### config.mk
export PLATFORM = sky130hd
export DESIGN_NAME = backlight_i2c_slave_port
export DESIGN_NICKNAME = d
export VERILOG_FILES = /design/src/core/bl_pkg.sv /design/src/core/backlight_i2c_slave_port.sv /design/src/core/pin_sync.sv /design/src/core/reg_bank.sv
export SDC_FILE = /design/constraint.sdc
export NUM_CORES = 1
export LEC_CHECK = 0
export BUFFER_PORTS_ARGS = -buffer_cell sky130_fd_sc_hd__buf_4
export CELL_PAD_IN_SITES_DETAIL_PLACEMENT = 1
export CELL_PAD_IN_SITES_GLOBAL_PLACEMENT = 2
export CORE_MARGIN = 2
export CORE_UTILIZATION = 47
export DETAILED_ROUTE_END_ITERATION = 10
export GPL_TIMING_DRIVEN = 0
export PLACE_DENSITY_LB_ADDON = 0.1
export REMOVE_ABC_BUFFERS = 1
export SETUP_SLACK_MARGIN = 0.2
export SLEW_MARGIN = 15
export SYNTH_ARGS = -nofsm -noshare
export SYNTH_HDL_FRONTEND = slang
export SYNTH_SLANG_ARGS = --single-unit
### constraint.sdc
create_clock -name core_clk_i -period 6.46 [get_ports core_clk_i]
set_input_delay 1.292 -clock core_clk_i [delete_from_list [all_inputs] [get_ports core_clk_i]]
set_output_delay 1.292 -clock core_clk_i [all_outputs]
set_load 0.005 [all_outputs]
### src/core/bl_pkg.sv
// shared constants, types and helpers of the backlight serial slave port
`default_nettype none
package bl_pkg;
  // ==========================================
  // bus address and register map
  localparam logic [6:0] SLAVE_ADDR = 7'h2C;
  localparam logic [7:0] REG_BRT = 8'h00;
  localparam logic [7:0] REG_CTRL = 8'h01;
  localparam logic [7:0] REG_STATUS = 8'h02;
  localparam logic [7:0] REG_DIRECT = 8'h04;
  localparam logic [7:0] REG_LED_EN = 8'h16;
  localparam logic [7:0] REG_CFG_LO = 8'h98;
  localparam logic [3:0] CFG_PAGE = 4'hA;
  // ==========================================
  // reset values
  localparam logic [7:0] BRT_RST = 8'h00;
  localparam logic [7:0] CTRL_RST = 8'h00;
  localparam logic [7:0] STATUS_RST = 8'h00;
  localparam logic [7:0] DIRECT_RST = 8'h00;
  localparam logic [5:0] LED_EN_RST = 6'h3F;
  localparam logic [7:0] CFG_RST = 8'h00;
  // ==========================================
  // field positions and counts
  localparam int CTRL_ON_BIT = 0;
  localparam int CTRL_SEL_LSB = 1;
  localparam int CTRL_SEL_MSB = 2;
  localparam int CFG_DEPTH = 16;
  localparam logic [3:0] BITS_PER_BYTE = 4'h8;
  localparam logic [3:0] TX_LAST = 4'h7;
  localparam logic [1:0] SEL_PWM_ONLY = 2'h0;
  // ==========================================
  // serial state machine
  typedef enum logic [3:0] {
    ST_IDLE, ST_ADDR, ST_ADDR_ACK, ST_REG, ST_REG_ACK,
    ST_WR, ST_WR_ACK, ST_RD, ST_RD_ACK
  } i2c_state_t;

  // configuration space starts at the first eprom-style address
  function automatic logic is_cfg(input logic [7:0] a);
    return (a >= REG_CFG_LO);
  endfunction
endpackage
`default_nettype wire

### src/core/backlight_i2c_slave_port.sv
// two-wire serial slave port with shutdown/active gating of a backlight driver
`default_nettype none
module backlight_i2c_slave_port import bl_pkg::*; (
  input wire logic core_clk_i,
  input wire logic resetn_i,
  input wire logic ce_i,
  input wire logic scl_i,
  input wire logic sda_i,
  output logic sda_o,
  output logic sda_oe_o,
  input wire logic enable_io_supply_input_i,
  input wire logic pwm_i,
  input wire logic [7:0] fault_i,
  output logic active_o,
  output logic shutdown_o,
  output logic backlight_on_o,
  output logic bus_busy_o,
  output logic [7:0] brightness_o,
  output logic [1:0] brightness_source_select_o,
  output logic [5:0] led_enable_o
);
  // ==========================================
  // pin synchronisation
  logic [3:0] pins_s;
  logic [7:0] fault_s;
  logic scl_s;
  logic sda_s;
  logic en_s;
  logic pwm_s;

  pin_sync #(.W(4)) u_pin_sync (
    .core_clk_i(core_clk_i),
    .resetn_i(resetn_i),
    .ce_i(ce_i),
    .d_i({pwm_i, enable_io_supply_input_i, sda_i, scl_i}),
    .q_o(pins_s)
  );

  pin_sync #(.W(8)) u_fault_sync (
    .core_clk_i(core_clk_i),
    .resetn_i(resetn_i),
    .ce_i(ce_i),
    .d_i(fault_i),
    .q_o(fault_s)
  );

  assign scl_s = pins_s[0];
  assign sda_s = pins_s[1];
  assign en_s = pins_s[2];
  assign pwm_s = pins_s[3];

  // ==========================================
  // line event detection
  logic scl_p_q;
  logic sda_p_q;
  logic scl_rise;
  logic scl_fall;
  logic start_det;
  logic stop_det;

  // idle lines sit high, so the history resets high to avoid a false start
  always_ff @(posedge core_clk_i or negedge resetn_i) begin
    if (!resetn_i) begin
      scl_p_q <= 1'b1;
      sda_p_q <= 1'b1;
    end else if (ce_i) begin
      scl_p_q <= scl_s;
      sda_p_q <= sda_s;
    end
  end

  assign scl_rise = scl_s && !scl_p_q;
  assign scl_fall = !scl_s && scl_p_q;
  assign start_det = scl_s && scl_p_q && sda_p_q && !sda_s;
  assign stop_det = scl_s && scl_p_q && !sda_p_q && sda_s;

  logic busy_q;
  always_ff @(posedge core_clk_i or negedge resetn_i) begin
    if (!resetn_i) begin
      busy_q <= 1'b0;
    end else if (ce_i) begin
      if (start_det) begin
        busy_q <= 1'b1;
      end else if (stop_det || !en_s) begin
        busy_q <= 1'b0;
      end
    end
  end

  // ==========================================
  // operating mode
  logic [7:0] brt_w;
  logic [7:0] ctrl_w;
  logic [5:0] led_en_w;
  logic [1:0] sel_w;
  logic bl_on_d;
  logic active_q;
  logic bl_on_q;

  assign sel_w = ctrl_w[CTRL_SEL_MSB:CTRL_SEL_LSB];
  assign bl_on_d = (sel_w != SEL_PWM_ONLY) ? ctrl_w[CTRL_ON_BIT] : pwm_s;

  always_ff @(posedge core_clk_i or negedge resetn_i) begin
    if (!resetn_i) begin
      active_q <= 1'b0;
      bl_on_q <= 1'b0;
    end else if (ce_i) begin
      active_q <= en_s && bl_on_d;
      bl_on_q <= en_s && bl_on_d;
    end
  end

  // ==========================================
  // serial state machine
  i2c_state_t state_q;
  logic [3:0] cnt_q;
  logic [7:0] sh_q;
  logic [7:0] tx_q;
  logic [7:0] ptr_q;
  logic [7:0] rdata_w;
  logic rw_q;
  logic ack_q;
  logic mack_q;
  logic quiet;
  logic byte_done;
  logic refuse;
  logic wr_stb;
  logic rd_stb;

  assign quiet = en_s && !start_det && !stop_det;
  assign byte_done = scl_fall && (cnt_q == BITS_PER_BYTE);
  assign refuse = active_q && is_cfg(ptr_q);
  assign wr_stb = quiet && (state_q == ST_WR) && byte_done && !refuse;
  assign rd_stb = quiet && scl_fall && (((state_q == ST_ADDR_ACK) && rw_q) ||
                  ((state_q == ST_RD_ACK) && mack_q));

  always_ff @(posedge core_clk_i or negedge resetn_i) begin
    if (!resetn_i) begin
      state_q <= ST_IDLE;
      cnt_q <= 4'h0;
      sh_q <= 8'h00;
      tx_q <= 8'h00;
      ptr_q <= 8'h00;
      rw_q <= 1'b0;
      ack_q <= 1'b0;
      mack_q <= 1'b0;
    end else if (ce_i) begin
      if (!en_s || stop_det) begin
        state_q <= ST_IDLE;
        ack_q <= 1'b0;
      end else if (start_det) begin
        state_q <= ST_ADDR;
        cnt_q <= 4'h0;
        ack_q <= 1'b0;
      end else begin
        case (state_q)
          ST_ADDR, ST_REG, ST_WR: begin
            if (scl_rise && cnt_q != BITS_PER_BYTE) begin
              sh_q <= {sh_q[6:0], sda_s};
              cnt_q <= cnt_q + 4'h1;
            end else if (byte_done) begin
              cnt_q <= 4'h0;
              if (state_q == ST_ADDR) begin
                if (sh_q[7:1] == SLAVE_ADDR) begin
                  state_q <= ST_ADDR_ACK;
                  ack_q <= 1'b1;
                  rw_q <= sh_q[0];
                end else begin
                  state_q <= ST_IDLE;
                end
              end else if (state_q == ST_REG) begin
                ptr_q <= sh_q;
                state_q <= ST_REG_ACK;
                ack_q <= 1'b1;
              end else begin
                state_q <= ST_WR_ACK;
                ack_q <= !refuse;
              end
            end
          end
          ST_ADDR_ACK: begin
            if (scl_fall) begin
              ack_q <= 1'b0;
              cnt_q <= 4'h0;
              if (rw_q) begin
                state_q <= ST_RD;
                tx_q <= rdata_w;
              end else begin
                state_q <= ST_REG;
              end
            end
          end
          ST_REG_ACK: begin
            if (scl_fall) begin
              ack_q <= 1'b0;
              state_q <= ST_WR;
            end
          end
          ST_WR_ACK: begin
            if (scl_fall) begin
              ack_q <= 1'b0;
              ptr_q <= ptr_q + 8'h01;
              state_q <= ST_WR;
            end
          end
          ST_RD: begin
            if (scl_fall) begin
              if (cnt_q == TX_LAST) begin
                state_q <= ST_RD_ACK;
              end else begin
                tx_q <= {tx_q[6:0], 1'b0};
                cnt_q <= cnt_q + 4'h1;
              end
            end
          end
          ST_RD_ACK: begin
            if (scl_rise) begin
              mack_q <= !sda_s;
              if (!sda_s) begin
                ptr_q <= ptr_q + 8'h01;
              end
            end else if (scl_fall) begin
              cnt_q <= 4'h0;
              if (mack_q) begin
                state_q <= ST_RD;
                tx_q <= rdata_w;
              end else begin
                state_q <= ST_IDLE;
              end
            end
          end
          default: state_q <= ST_IDLE;
        endcase
      end
    end
  end

  // ==========================================
  // register storage
  reg_bank u_reg_bank (
    .core_clk_i(core_clk_i),
    .resetn_i(resetn_i),
    .ce_i(ce_i),
    .clear_i(!en_s),
    .wr_i(wr_stb),
    .rd_i(rd_stb),
    .addr_i(ptr_q),
    .wdata_i(sh_q),
    .fault_set_i(fault_s),
    .rdata_o(rdata_w),
    .brt_o(brt_w),
    .ctrl_o(ctrl_w),
    .led_en_o(led_en_w)
  );

  // ==========================================
  // pin drive and outputs
  // hold sda low on ack clock
  // release sda in master ack slot
  assign sda_oe_o = (ack_q && (state_q == ST_ADDR_ACK || state_q == ST_REG_ACK ||
                    state_q == ST_WR_ACK)) || ((state_q == ST_RD) && !tx_q[7]);
  assign sda_o = 1'b0;
  assign active_o = active_q;
  assign shutdown_o = !active_q;
  assign backlight_on_o = bl_on_q;
  assign bus_busy_o = busy_q;
  assign brightness_o = brt_w;
  assign brightness_source_select_o = sel_w;
  assign led_enable_o = led_en_w;

  // ==========================================
  // assertions
  property p_shutdown;
    @(posedge core_clk_i) disable iff (!resetn_i)
      (ce_i && !en_s) |=> (state_q == ST_IDLE) && !active_q;
  endproperty
  a_shutdown: assert property (p_shutdown)
    else $error("not in shutdown with enable low");

  property p_bl_on;
    @(posedge core_clk_i) disable iff (!resetn_i)
      (ce_i && en_s && sel_w != SEL_PWM_ONLY) |=> (bl_on_q == $past(ctrl_w[CTRL_ON_BIT]));
  endproperty
  a_bl_on: assert property (p_bl_on)
    else $error("backlight does not follow on bit");

  property p_cfg_refuse;
    @(posedge core_clk_i) disable iff (!resetn_i)
      (ce_i && quiet && state_q == ST_WR && byte_done && refuse)
        |-> !wr_stb ##1 (state_q == ST_WR_ACK && !sda_oe_o);
  endproperty
  a_cfg_refuse: assert property (p_cfg_refuse)
    else $error("configuration write accepted while active");

  property p_abort;
    @(posedge core_clk_i) disable iff (!resetn_i)
      (ce_i && stop_det) |=> (state_q == ST_IDLE) && !sda_oe_o;
  endproperty
  a_abort: assert property (p_abort)
    else $error("transaction not aborted");

  property p_start;
    @(posedge core_clk_i) disable iff (!resetn_i)
      (ce_i && en_s && start_det) |=> (state_q == ST_ADDR) && (cnt_q == 4'h0) && busy_q;
  endproperty
  a_start: assert property (p_start)
    else $error("start not taken as address phase");

  property p_busy;
    @(posedge core_clk_i) disable iff (!resetn_i)
      (ce_i && stop_det) |=> !busy_q;
  endproperty
  a_busy: assert property (p_busy)
    else $error("bus busy after stop");

  property p_byte_len;
    @(posedge core_clk_i) disable iff (!resetn_i)
      (ce_i && state_q == ST_ADDR_ACK && $past(state_q) == ST_ADDR && $rose(ack_q))
        |-> ($past(cnt_q) == BITS_PER_BYTE);
  endproperty
  a_byte_len: assert property (p_byte_len)
    else $error("ack after wrong bit count");

  property p_addr_miss;
    @(posedge core_clk_i) disable iff (!resetn_i)
      (ce_i && quiet && state_q == ST_ADDR && byte_done && sh_q[7:1] != SLAVE_ADDR)
        |=> (state_q == ST_IDLE) && !sda_oe_o;
  endproperty
  a_addr_miss: assert property (p_addr_miss)
    else $error("foreign address acknowledged");

  property p_ack_drive;
    @(posedge core_clk_i) disable iff (!resetn_i)
      (state_q == ST_REG_ACK) |-> sda_oe_o;
  endproperty
  a_ack_drive: assert property (p_ack_drive)
    else $error("register address not acknowledged");

  property p_release;
    @(posedge core_clk_i) disable iff (!resetn_i)
      (state_q == ST_RD_ACK || state_q == ST_IDLE) |-> !sda_oe_o;
  endproperty
  a_release: assert property (p_release)
    else $error("sda driven in master ack slot");

  property p_wr_incr;
    @(posedge core_clk_i) disable iff (!resetn_i)
      (ce_i && quiet && state_q == ST_WR_ACK && scl_fall)
        |=> (ptr_q == $past(ptr_q) + 8'h01) && (state_q == ST_WR);
  endproperty
  a_wr_incr: assert property (p_wr_incr)
    else $error("write pointer not incremented");

  property p_rd_incr;
    @(posedge core_clk_i) disable iff (!resetn_i)
      (ce_i && quiet && state_q == ST_RD_ACK && scl_rise && !sda_s)
        |=> (ptr_q == $past(ptr_q) + 8'h01);
  endproperty
  a_rd_incr: assert property (p_rd_incr)
    else $error("read pointer not incremented");

  c_write: cover property (@(posedge core_clk_i) disable iff (!resetn_i) wr_stb);
  c_read_burst: cover property (@(posedge core_clk_i) disable iff (!resetn_i)
    rd_stb && state_q == ST_RD_ACK);
  c_refused: cover property (@(posedge core_clk_i) disable iff (!resetn_i)
    state_q == ST_WR_ACK && !ack_q);
  c_restart: cover property (@(posedge core_clk_i) disable iff (!resetn_i)
    start_det && busy_q);
endmodule // backlight_i2c_slave_port
`default_nettype wire

### src/core/pin_sync.sv
// two-flop synchroniser for inputs from outside the core clock domain
`default_nettype none
module pin_sync #(
  parameter int W = 1
) (
  input wire logic core_clk_i,
  input wire logic resetn_i,
  input wire logic ce_i,
  input wire logic [W-1:0] d_i,
  output logic [W-1:0] q_o
);
  logic [W-1:0] meta_q;
  logic [W-1:0] sync_q;

  // the first stage feeds only the second stage
  always_ff @(posedge core_clk_i or negedge resetn_i) begin
    if (!resetn_i) begin
      meta_q <= '0;
      sync_q <= '0;
    end else if (ce_i) begin
      meta_q <= d_i;
      sync_q <= meta_q;
    end
  end

  assign q_o = sync_q;
endmodule // pin_sync
`default_nettype wire

### src/core/reg_bank.sv
// register storage behind the serial slave port
`default_nettype none
module reg_bank import bl_pkg::*; (
  input wire logic core_clk_i,
  input wire logic resetn_i,
  input wire logic ce_i,
  input wire logic clear_i,
  input wire logic wr_i,
  input wire logic rd_i,
  input wire logic [7:0] addr_i,
  input wire logic [7:0] wdata_i,
  input wire logic [7:0] fault_set_i,
  output logic [7:0] rdata_o,
  output logic [7:0] brt_o,
  output logic [7:0] ctrl_o,
  output logic [5:0] led_en_o
);
  logic [7:0] brt_q;
  logic [7:0] ctrl_q;
  logic [7:0] status_q;
  logic [7:0] direct_q;
  logic [5:0] led_en_q;
  logic [7:0] cfg_mem [CFG_DEPTH];
  logic status_rd;

  // ==========================================
  // control registers, wiped in shutdown
  always_ff @(posedge core_clk_i or negedge resetn_i) begin
    if (!resetn_i) begin
      brt_q <= BRT_RST;
      ctrl_q <= CTRL_RST;
      direct_q <= DIRECT_RST;
      led_en_q <= LED_EN_RST;
    end else if (ce_i) begin
      if (clear_i) begin
        brt_q <= BRT_RST;
        ctrl_q <= CTRL_RST;
        direct_q <= DIRECT_RST;
        led_en_q <= LED_EN_RST;
      end else if (wr_i) begin
        case (addr_i)
          REG_BRT: brt_q <= wdata_i;
          REG_CTRL: ctrl_q <= wdata_i;
          REG_DIRECT: direct_q <= wdata_i;
          REG_LED_EN: led_en_q <= wdata_i[5:0];
          default: ;
        endcase
      end
    end
  end

  // configuration words survive shutdown, like non-volatile trim
  always_ff @(posedge core_clk_i or negedge resetn_i) begin
    if (!resetn_i) begin
      for (int i = 0; i < CFG_DEPTH; i++) begin
        cfg_mem[i] <= CFG_RST;
      end
    end else if (ce_i && wr_i && addr_i[7:4] == CFG_PAGE) begin
      cfg_mem[addr_i[3:0]] <= wdata_i;
    end
  end

  // ==========================================
  // fault status
  assign status_rd = rd_i && (addr_i == REG_STATUS);

  // read clears faults
  // a fault arriving with the clearing read stays set
  always_ff @(posedge core_clk_i or negedge resetn_i) begin
    if (!resetn_i) begin
      status_q <= STATUS_RST;
    end else if (ce_i) begin
      status_q <= ((status_rd || clear_i) ? STATUS_RST : status_q) | fault_set_i;
    end
  end

  always_comb begin
    rdata_o = 8'h00;
    if (addr_i[7:4] == CFG_PAGE) begin
      rdata_o = cfg_mem[addr_i[3:0]];
    end else begin
      case (addr_i)
        REG_BRT: rdata_o = brt_q;
        REG_CTRL: rdata_o = ctrl_q;
        REG_STATUS: rdata_o = status_q;
        REG_DIRECT: rdata_o = direct_q;
        REG_LED_EN: rdata_o = {2'h0, led_en_q};
        default: rdata_o = 8'h00;
      endcase
    end
  end

  assign brt_o = brt_q;
  assign ctrl_o = ctrl_q;
  assign led_en_o = led_en_q;

  property p_status_clear;
    @(posedge core_clk_i) disable iff (!resetn_i)
      (ce_i && status_rd && !clear_i) |=> (status_q == $past(fault_set_i));
  endproperty
  a_status_clear: assert property (p_status_clear)
    else $error("status not cleared by read");
endmodule // reg_bank
`default_nettype wire

After elaboration in Yosys (flattened, before gate mapping)
Index checks and enable logic that the tools add are counted.
{ "totals": {"output_inout_bits": 22, "inputBits": 15, "word_cells": 235, "regBits": 229} }
{ "op_classes": {"eq_ne": 50, "n_addsub": 2, "n_bitwise": 5, "n_mux": 73, "n_lt_le_gt_ge": 3, "reduce_logical": 65} }
{ "ops": {"columns": ["cell", "count"], "rows": [
  ["$mux W8", 28],
  ["$bwmux W128", 1],
  ["$mux W4", 18],
  ["$pmux W8 S3", 2],
  ["$pmux W8 S5", 1],
  ["$ne A4 B4 Y1 const B", 9],
  ["$bmux W8 S4", 1],
  ["$demux W8 S4", 1],
  ["$ne A2 B2 Y1 const B", 14],
  ["$logic_and A1 B1 Y1", 26],
  ["$reduce_and A11 Y1", 2],
  ["$eq A4 B3 Y1 const B", 5],
  ["$pmux W4 S5", 1],
  ["$mux W6", 3],
  ["$pmux W4 S4", 1],
  ["$eq A4 B4 Y1 const B", 3],
  ["$reduce_and A3 Y1", 4],
  ["$mux W1", 11],
  ["$logic_not A1 Y1", 10],
  ["$ne A2 B1 Y1 const B", 5],
  ["$reduce_and A5 Y1", 2],
  ["$ne A3 B3 Y1 const B", 3],
  ["$reduce_and A9 Y1", 1],
  ["$add A8 B1 Y8 const B", 1],
  ["31 further kinds", 45]
]} }

Depth between registers and ports, before layout
{ "depth": {"depth_word": 12, "mapped_depth": 10, "mapped_depth_nobuf": 8} }

By module
A second synthesis with hierarchy kept.
{ "unflattened": {"cells_unflattened": 919, "area_unflattened_um2": 11697.5} }
{ "by_module_without_submodules": {"columns": ["mod", "area_per_inst_um2", "cells_per_inst", "n_inst", "seq_area_each_um2"], "rows": [
  ["reg_bank", 7978.9, 578, 1, 4161.5],
  ["backlight_i2c_slave_port", 2737.6, 290, 1, 978.4],
  ["pin_sync (u_fault_sync)", 649.4, 34, 1, 400.4],
  ["pin_sync (u_pin_sync)", 331.6, 17, 1, 200.2]
]} }

Worst setup path before layout
OpenSTA, ideal clock, no wires.
{ "synth_timing": {"path_kind": "input -> register", "start": "input ce_i", "end": "register u_reg_bank.cfg_mem[112] (netlist bit)", "setup_ns": 0.125, "stages": 8, "t_arrival_ns": 2.952, "n_path_buf": 2, "path_slack_ns": 3.383, "path_cell_list": "buf_2 -> nand2_2 -> o21ba_4 -> and3_4 -> nand2_4 -> or4b_4 -> buf_6 -> mux2_4"} }
{ "synth_between": {"elab_chain_len": 2} }
{ "synth_lines": {"columns": ["element", "line", "source"], "rows": [
  ["start: declaration", "backlight_i2c_slave_port.sv:6", "input wire logic ce_i,"],
  ["$logic_and A1 B1 Y1 (2 in a row)", "reg_bank.sv:58", "end else if (ce_i && wr_i && addr_i[7:4] == CFG_PAGE) begin"],
  ["end signal: indexed assignment", "reg_bank.sv:59", "cfg_mem[addr_i[3:0]] <= wdata_i;"],
  ["end: declaration", "reg_bank.sv:23", "logic [7:0] cfg_mem [CFG_DEPTH];"]
]} }
Every way passes these cells.
A chain may end at the register's enable or synchronous reset.

Final worst setup path
{ "layout_timing": {"start": "register ptr_q[0]", "end": "register u_reg_bank.direct_q[0]"} }
{ "layout_between": {"elab_chain_len": 6, "word_cells_on_any_way": 8, "cone_classes": "order compare: 1; eq/ne: 3; reduce/logical: 4"} }
{ "layout_lines": {"columns": ["element", "line", "source"], "rows": [
  ["start: declaration", "backlight_i2c_slave_port.sv:119", "logic [7:0] ptr_q;"],
  ["start signal: assignment", "backlight_i2c_slave_port.sv:172", "ptr_q <= sh_q;"],
  ["start signal: assignment", "backlight_i2c_slave_port.sv:202", "ptr_q <= ptr_q + 8'h01;"],
  ["start signal: assignment", "backlight_i2c_slave_port.sv:220", "ptr_q <= ptr_q + 8'h01;"],
  ["$ge A8 B8 Y1", "bl_pkg.sv:40", "return (a >= REG_CFG_LO);"],
  ["$logic_and A1 B1 Y1", "backlight_i2c_slave_port.sv:132", "assign refuse = active_q && is_cfg(ptr_q);"],
  ["$logic_not A1 Y1", "backlight_i2c_slave_port.sv:133", "assign wr_stb = quiet && (state_q == ST_WR) && byte_done && !refuse;"],
  ["$logic_and A1 B1 Y1", "backlight_i2c_slave_port.sv:133", null],
  ["$ne A2 B1 Y1 (no source line)", null, null],
  ["$reduce_and A3 Y1 (no source line) (*)", null, null],
  ["end signal: assignment", "reg_bank.sv:44", "REG_DIRECT: direct_q <= wdata_i;"],
  ["end: declaration", "reg_bank.sv:21", "logic [7:0] direct_q;"]
]} }
Every way passes the cells marked *; elsewhere a longest branch is shown, timed or not.

==> results.md <==
- Status: finished, final reports clean
- Routability cong.: 0.792
- Post-synthesis sequential area ratio: between 50% and 60%
- Router iterations before antenna repair: 5
- CTS Buf Count: 26
- Cell count after synthesis: roughly 900
- Resize count post-CTS: 0
- Initial core utilization: between 40% and 50%
- Hold slack: about 490 ps
- Setup TNS: 0 ps
- Final hold violations: 0
- Pin count of the biggest net entering global routing: 106
- Initial antenna violation count: 0
- Layout Skew: between 20 and 30 ps
- Relative slew slack: 24.6%
- WL final: 28,700 um
- Vias/cell: a little under 6
- Setup bufs post-CTS: 0
- Vias in the first global route: about 8,000
- Final ANT Viol Nets: 0
- Worst-Skew Late Latency: 540 ps
- Register Area: about 5700 um^2
- Hpwl dp: roughly 19,000 um
- Worst-margin pin slew: 1130 ps
- H-Tree Depth: 1
- CTS tree: done
- N_diodes: 0
- Seq cells post-synth: approximately 230
- Total GRT Usage: about a quarter
- Leakage: between 5 and 6 nW
- Startpoint Class: flop
- Area grow syn2layout: 11.6%
- Maximum net fanout on the critical path: 36
- Critical path type: reg2reg
- Min Tclk post-route: approximately 3500 ps
- Clk buf depth: 3
- Most frequent cells in the layout: dfrtp_1 (218), mux2_2 (108), nand2_1 (66)
- Die width: 158 um
- Placed inst area: roughly 12,000 um^2
- Arrival @ worst endpoint: about 3800 ps
- Hold-fix buffers, CTS: 0
- Mapped Area: roughly 11,000 um^2
- FMAX: a little under 0.3 GHz
- Filler instances: between 2,000 and 2,500
- Proportion of layout cells with a drive suffix above 1: 29.8%
- Die H: 158 um
- CP endpoint kind: flop
- RSZ-0062 raised after global routing: no
- Post-synth ARST share: between 90% and 100%
- Number of synthesized flops with an enable pin: 0
- # port buffers: 35
- Final Max Tran Viols: 0
- Commonest non-fill, non-tap cell in the layout: dfrtp_1
- Tcrit/Tclk final: between 50% and 60%
- # nets final: roughly 900
- Peak supply drop: ~0.00021 V
- Grt total ovfl: 0
- Std cell rows: 56
- Root buffer cell: clkbuf_16
- Type of the most critical hold path: reg2reg
- Pwr Density: about 260 nW/um^2
- First-iteration detailed-routing DRC count: ~530
- Area of the multi-input gates: between 5000 and 6000 um^2
- # setup viols final: 0
- Drt drc: 0
- First-pass GRT wire length: about 46,000 um
- Clock transition at path regs: about 60 ps
- Design area: roughly 12,000 um^2
- CTS Sinks: roughly 230
- Core area: 23,400 um^2
- I/O pin cnt: 37
- Overall power: roughly 0.0032 W
- WP data required: 6810 ps
- Post-Syn Area per Cell: about 12 um^2
- Synth Flop Type: dfrtp_1
- Wire length per cell: 23.2 um
- DR vias: about 7,300
- Die area: 25,000 um^2
- Yosys warnings: 0
- Post-synthesis cell type count: 73
- Max_cap viols: 0
-- worst max-delay path, stage by stage, from the launching register on --
cell and delay, ps:
dfrtp_4 900, inv_1 220, ha_1 500, and3_1 420, a21oi_1 950, o21ai_0 260
-- cells in the mapped netlist, types with 18 or more instances --
cell type / number / area (um^2)
mux2i_1: 18 / 180
mux2_2: 108 / 1220
nor2_1: 49 / 184
buf_2: 22 / 110
mux4_2: 32 / 721
clkbuf_1: 33 / 124
dfrtp_1: 221 / 5530
nand2_1: 66 / 248
a21oi_1: 20 / 100
o21ai_0: 59 / 295
nand3_1: 33 / 165
mux2_1: 32 / 360
-- power breakdown --
| group | total [W] | leakage [nW] | switching [W] | internal [W] |
|---|---|---|---|---|
| Clock | 0.00153 | 0.446 | 0.000593 | 0.000940 |
| Sequential | 0.00154 | 3.08 | 0.0000632 | 0.00148 |
| Combinational | 0.000161 | 2.11 | 0.0000956 | 0.0000652 |
| Total | 0.00324 | 5.64 | 0.000752 | 0.00249 |
-- through the flow --
stage,std cells,utilization (%),setup WS [ps]
2_1_floorplan,832,-,3120
3_3_place_gp,1186,49.0,1790
3_5_place_dp,1189,49.4,2550
4_1_cts,1237,53.3,2980
5_1_grt,1237,53.3,2650
6_report,1237,53.3,3000
-- routing by layer --
layer  part of all wire (%)  vias to the layer above  global-route usage, %
met4                    2.8                        0                   6.74
met3                    3.4                       46                   3.39
met5                      0                        -                      0
met1                     44                     3837                   31.5
met2                     50                      142                   42.0
li1                       -                     3307                      -
-- final cells by class --
type | instances | share of cell area, %
Clock inverter | 10 | 1.11
Timing Repair Buffer | 38 | 2.77
Clock buffer | 38 | 6.14
Sequential cell | 229 | 46.1
Inverter | 11 | 0.331
Multi-Input combinational cell | 592 | 40.3
Tap cell | 319 | 3.20
-- cell families (layout without fill, tap and decap cells) --
family | count (synthesis) | count (layout) | share of synthesized area, %
fa+ha+maj | 6 | 6 | 0.672
other cells | 1 | 1 | 0.0336
xor+xnor | 2 | 2 | 0.157
mux | 206 | 206 | 24.3
flops | 229 | 229 | 51.4
simple gates | 228 | 228 | 10.8
compound gates | 149 | 149 | 9.02
buf+inv | 85 | 97 | 3.64
-- path summary, 6_finish.rpt --
check                                  startpoint                      to  slack (ps)  cells after the start
min                        u_reg_bank.cfg_mem[46]  u_reg_bank.cfg_mem[46]         490                      1
max reg2reg                              ptr_q[0]  u_reg_bank.direct_q[0]        3000                      5
min in group asynchronous                resetn_i  u_reg_bank.status_q[5]         660                      1
max                                      ptr_q[0]  u_reg_bank.direct_q[0]        3000                      5
max in group asynchronous                resetn_i  u_reg_bank.cfg_mem[89]        4600                      3
min reg2reg                u_reg_bank.cfg_mem[46]  u_reg_bank.cfg_mem[46]         490                      1
-- sequential cells by signal, summed over array words and instances, names as in the netlist, 4 cells and up --
register	flops
u_pin_sync.meta_q	4
u_fault_sync.meta_q	8
u_reg_bank.led_en_o	6
u_reg_bank.cfg_mem	128
u_fault_sync.q_o	8
u_reg_bank.ctrl_o	8
u_reg_bank.status_q	8
u_reg_bank.direct_q	8
tx_q	8
u_reg_bank.brt_o	8
sh_q	8
ptr_q	8
u_pin_sync.q_o	4
state_q	4
cnt_q	4
No activity file was read; power rests on OpenSTA's default activity.
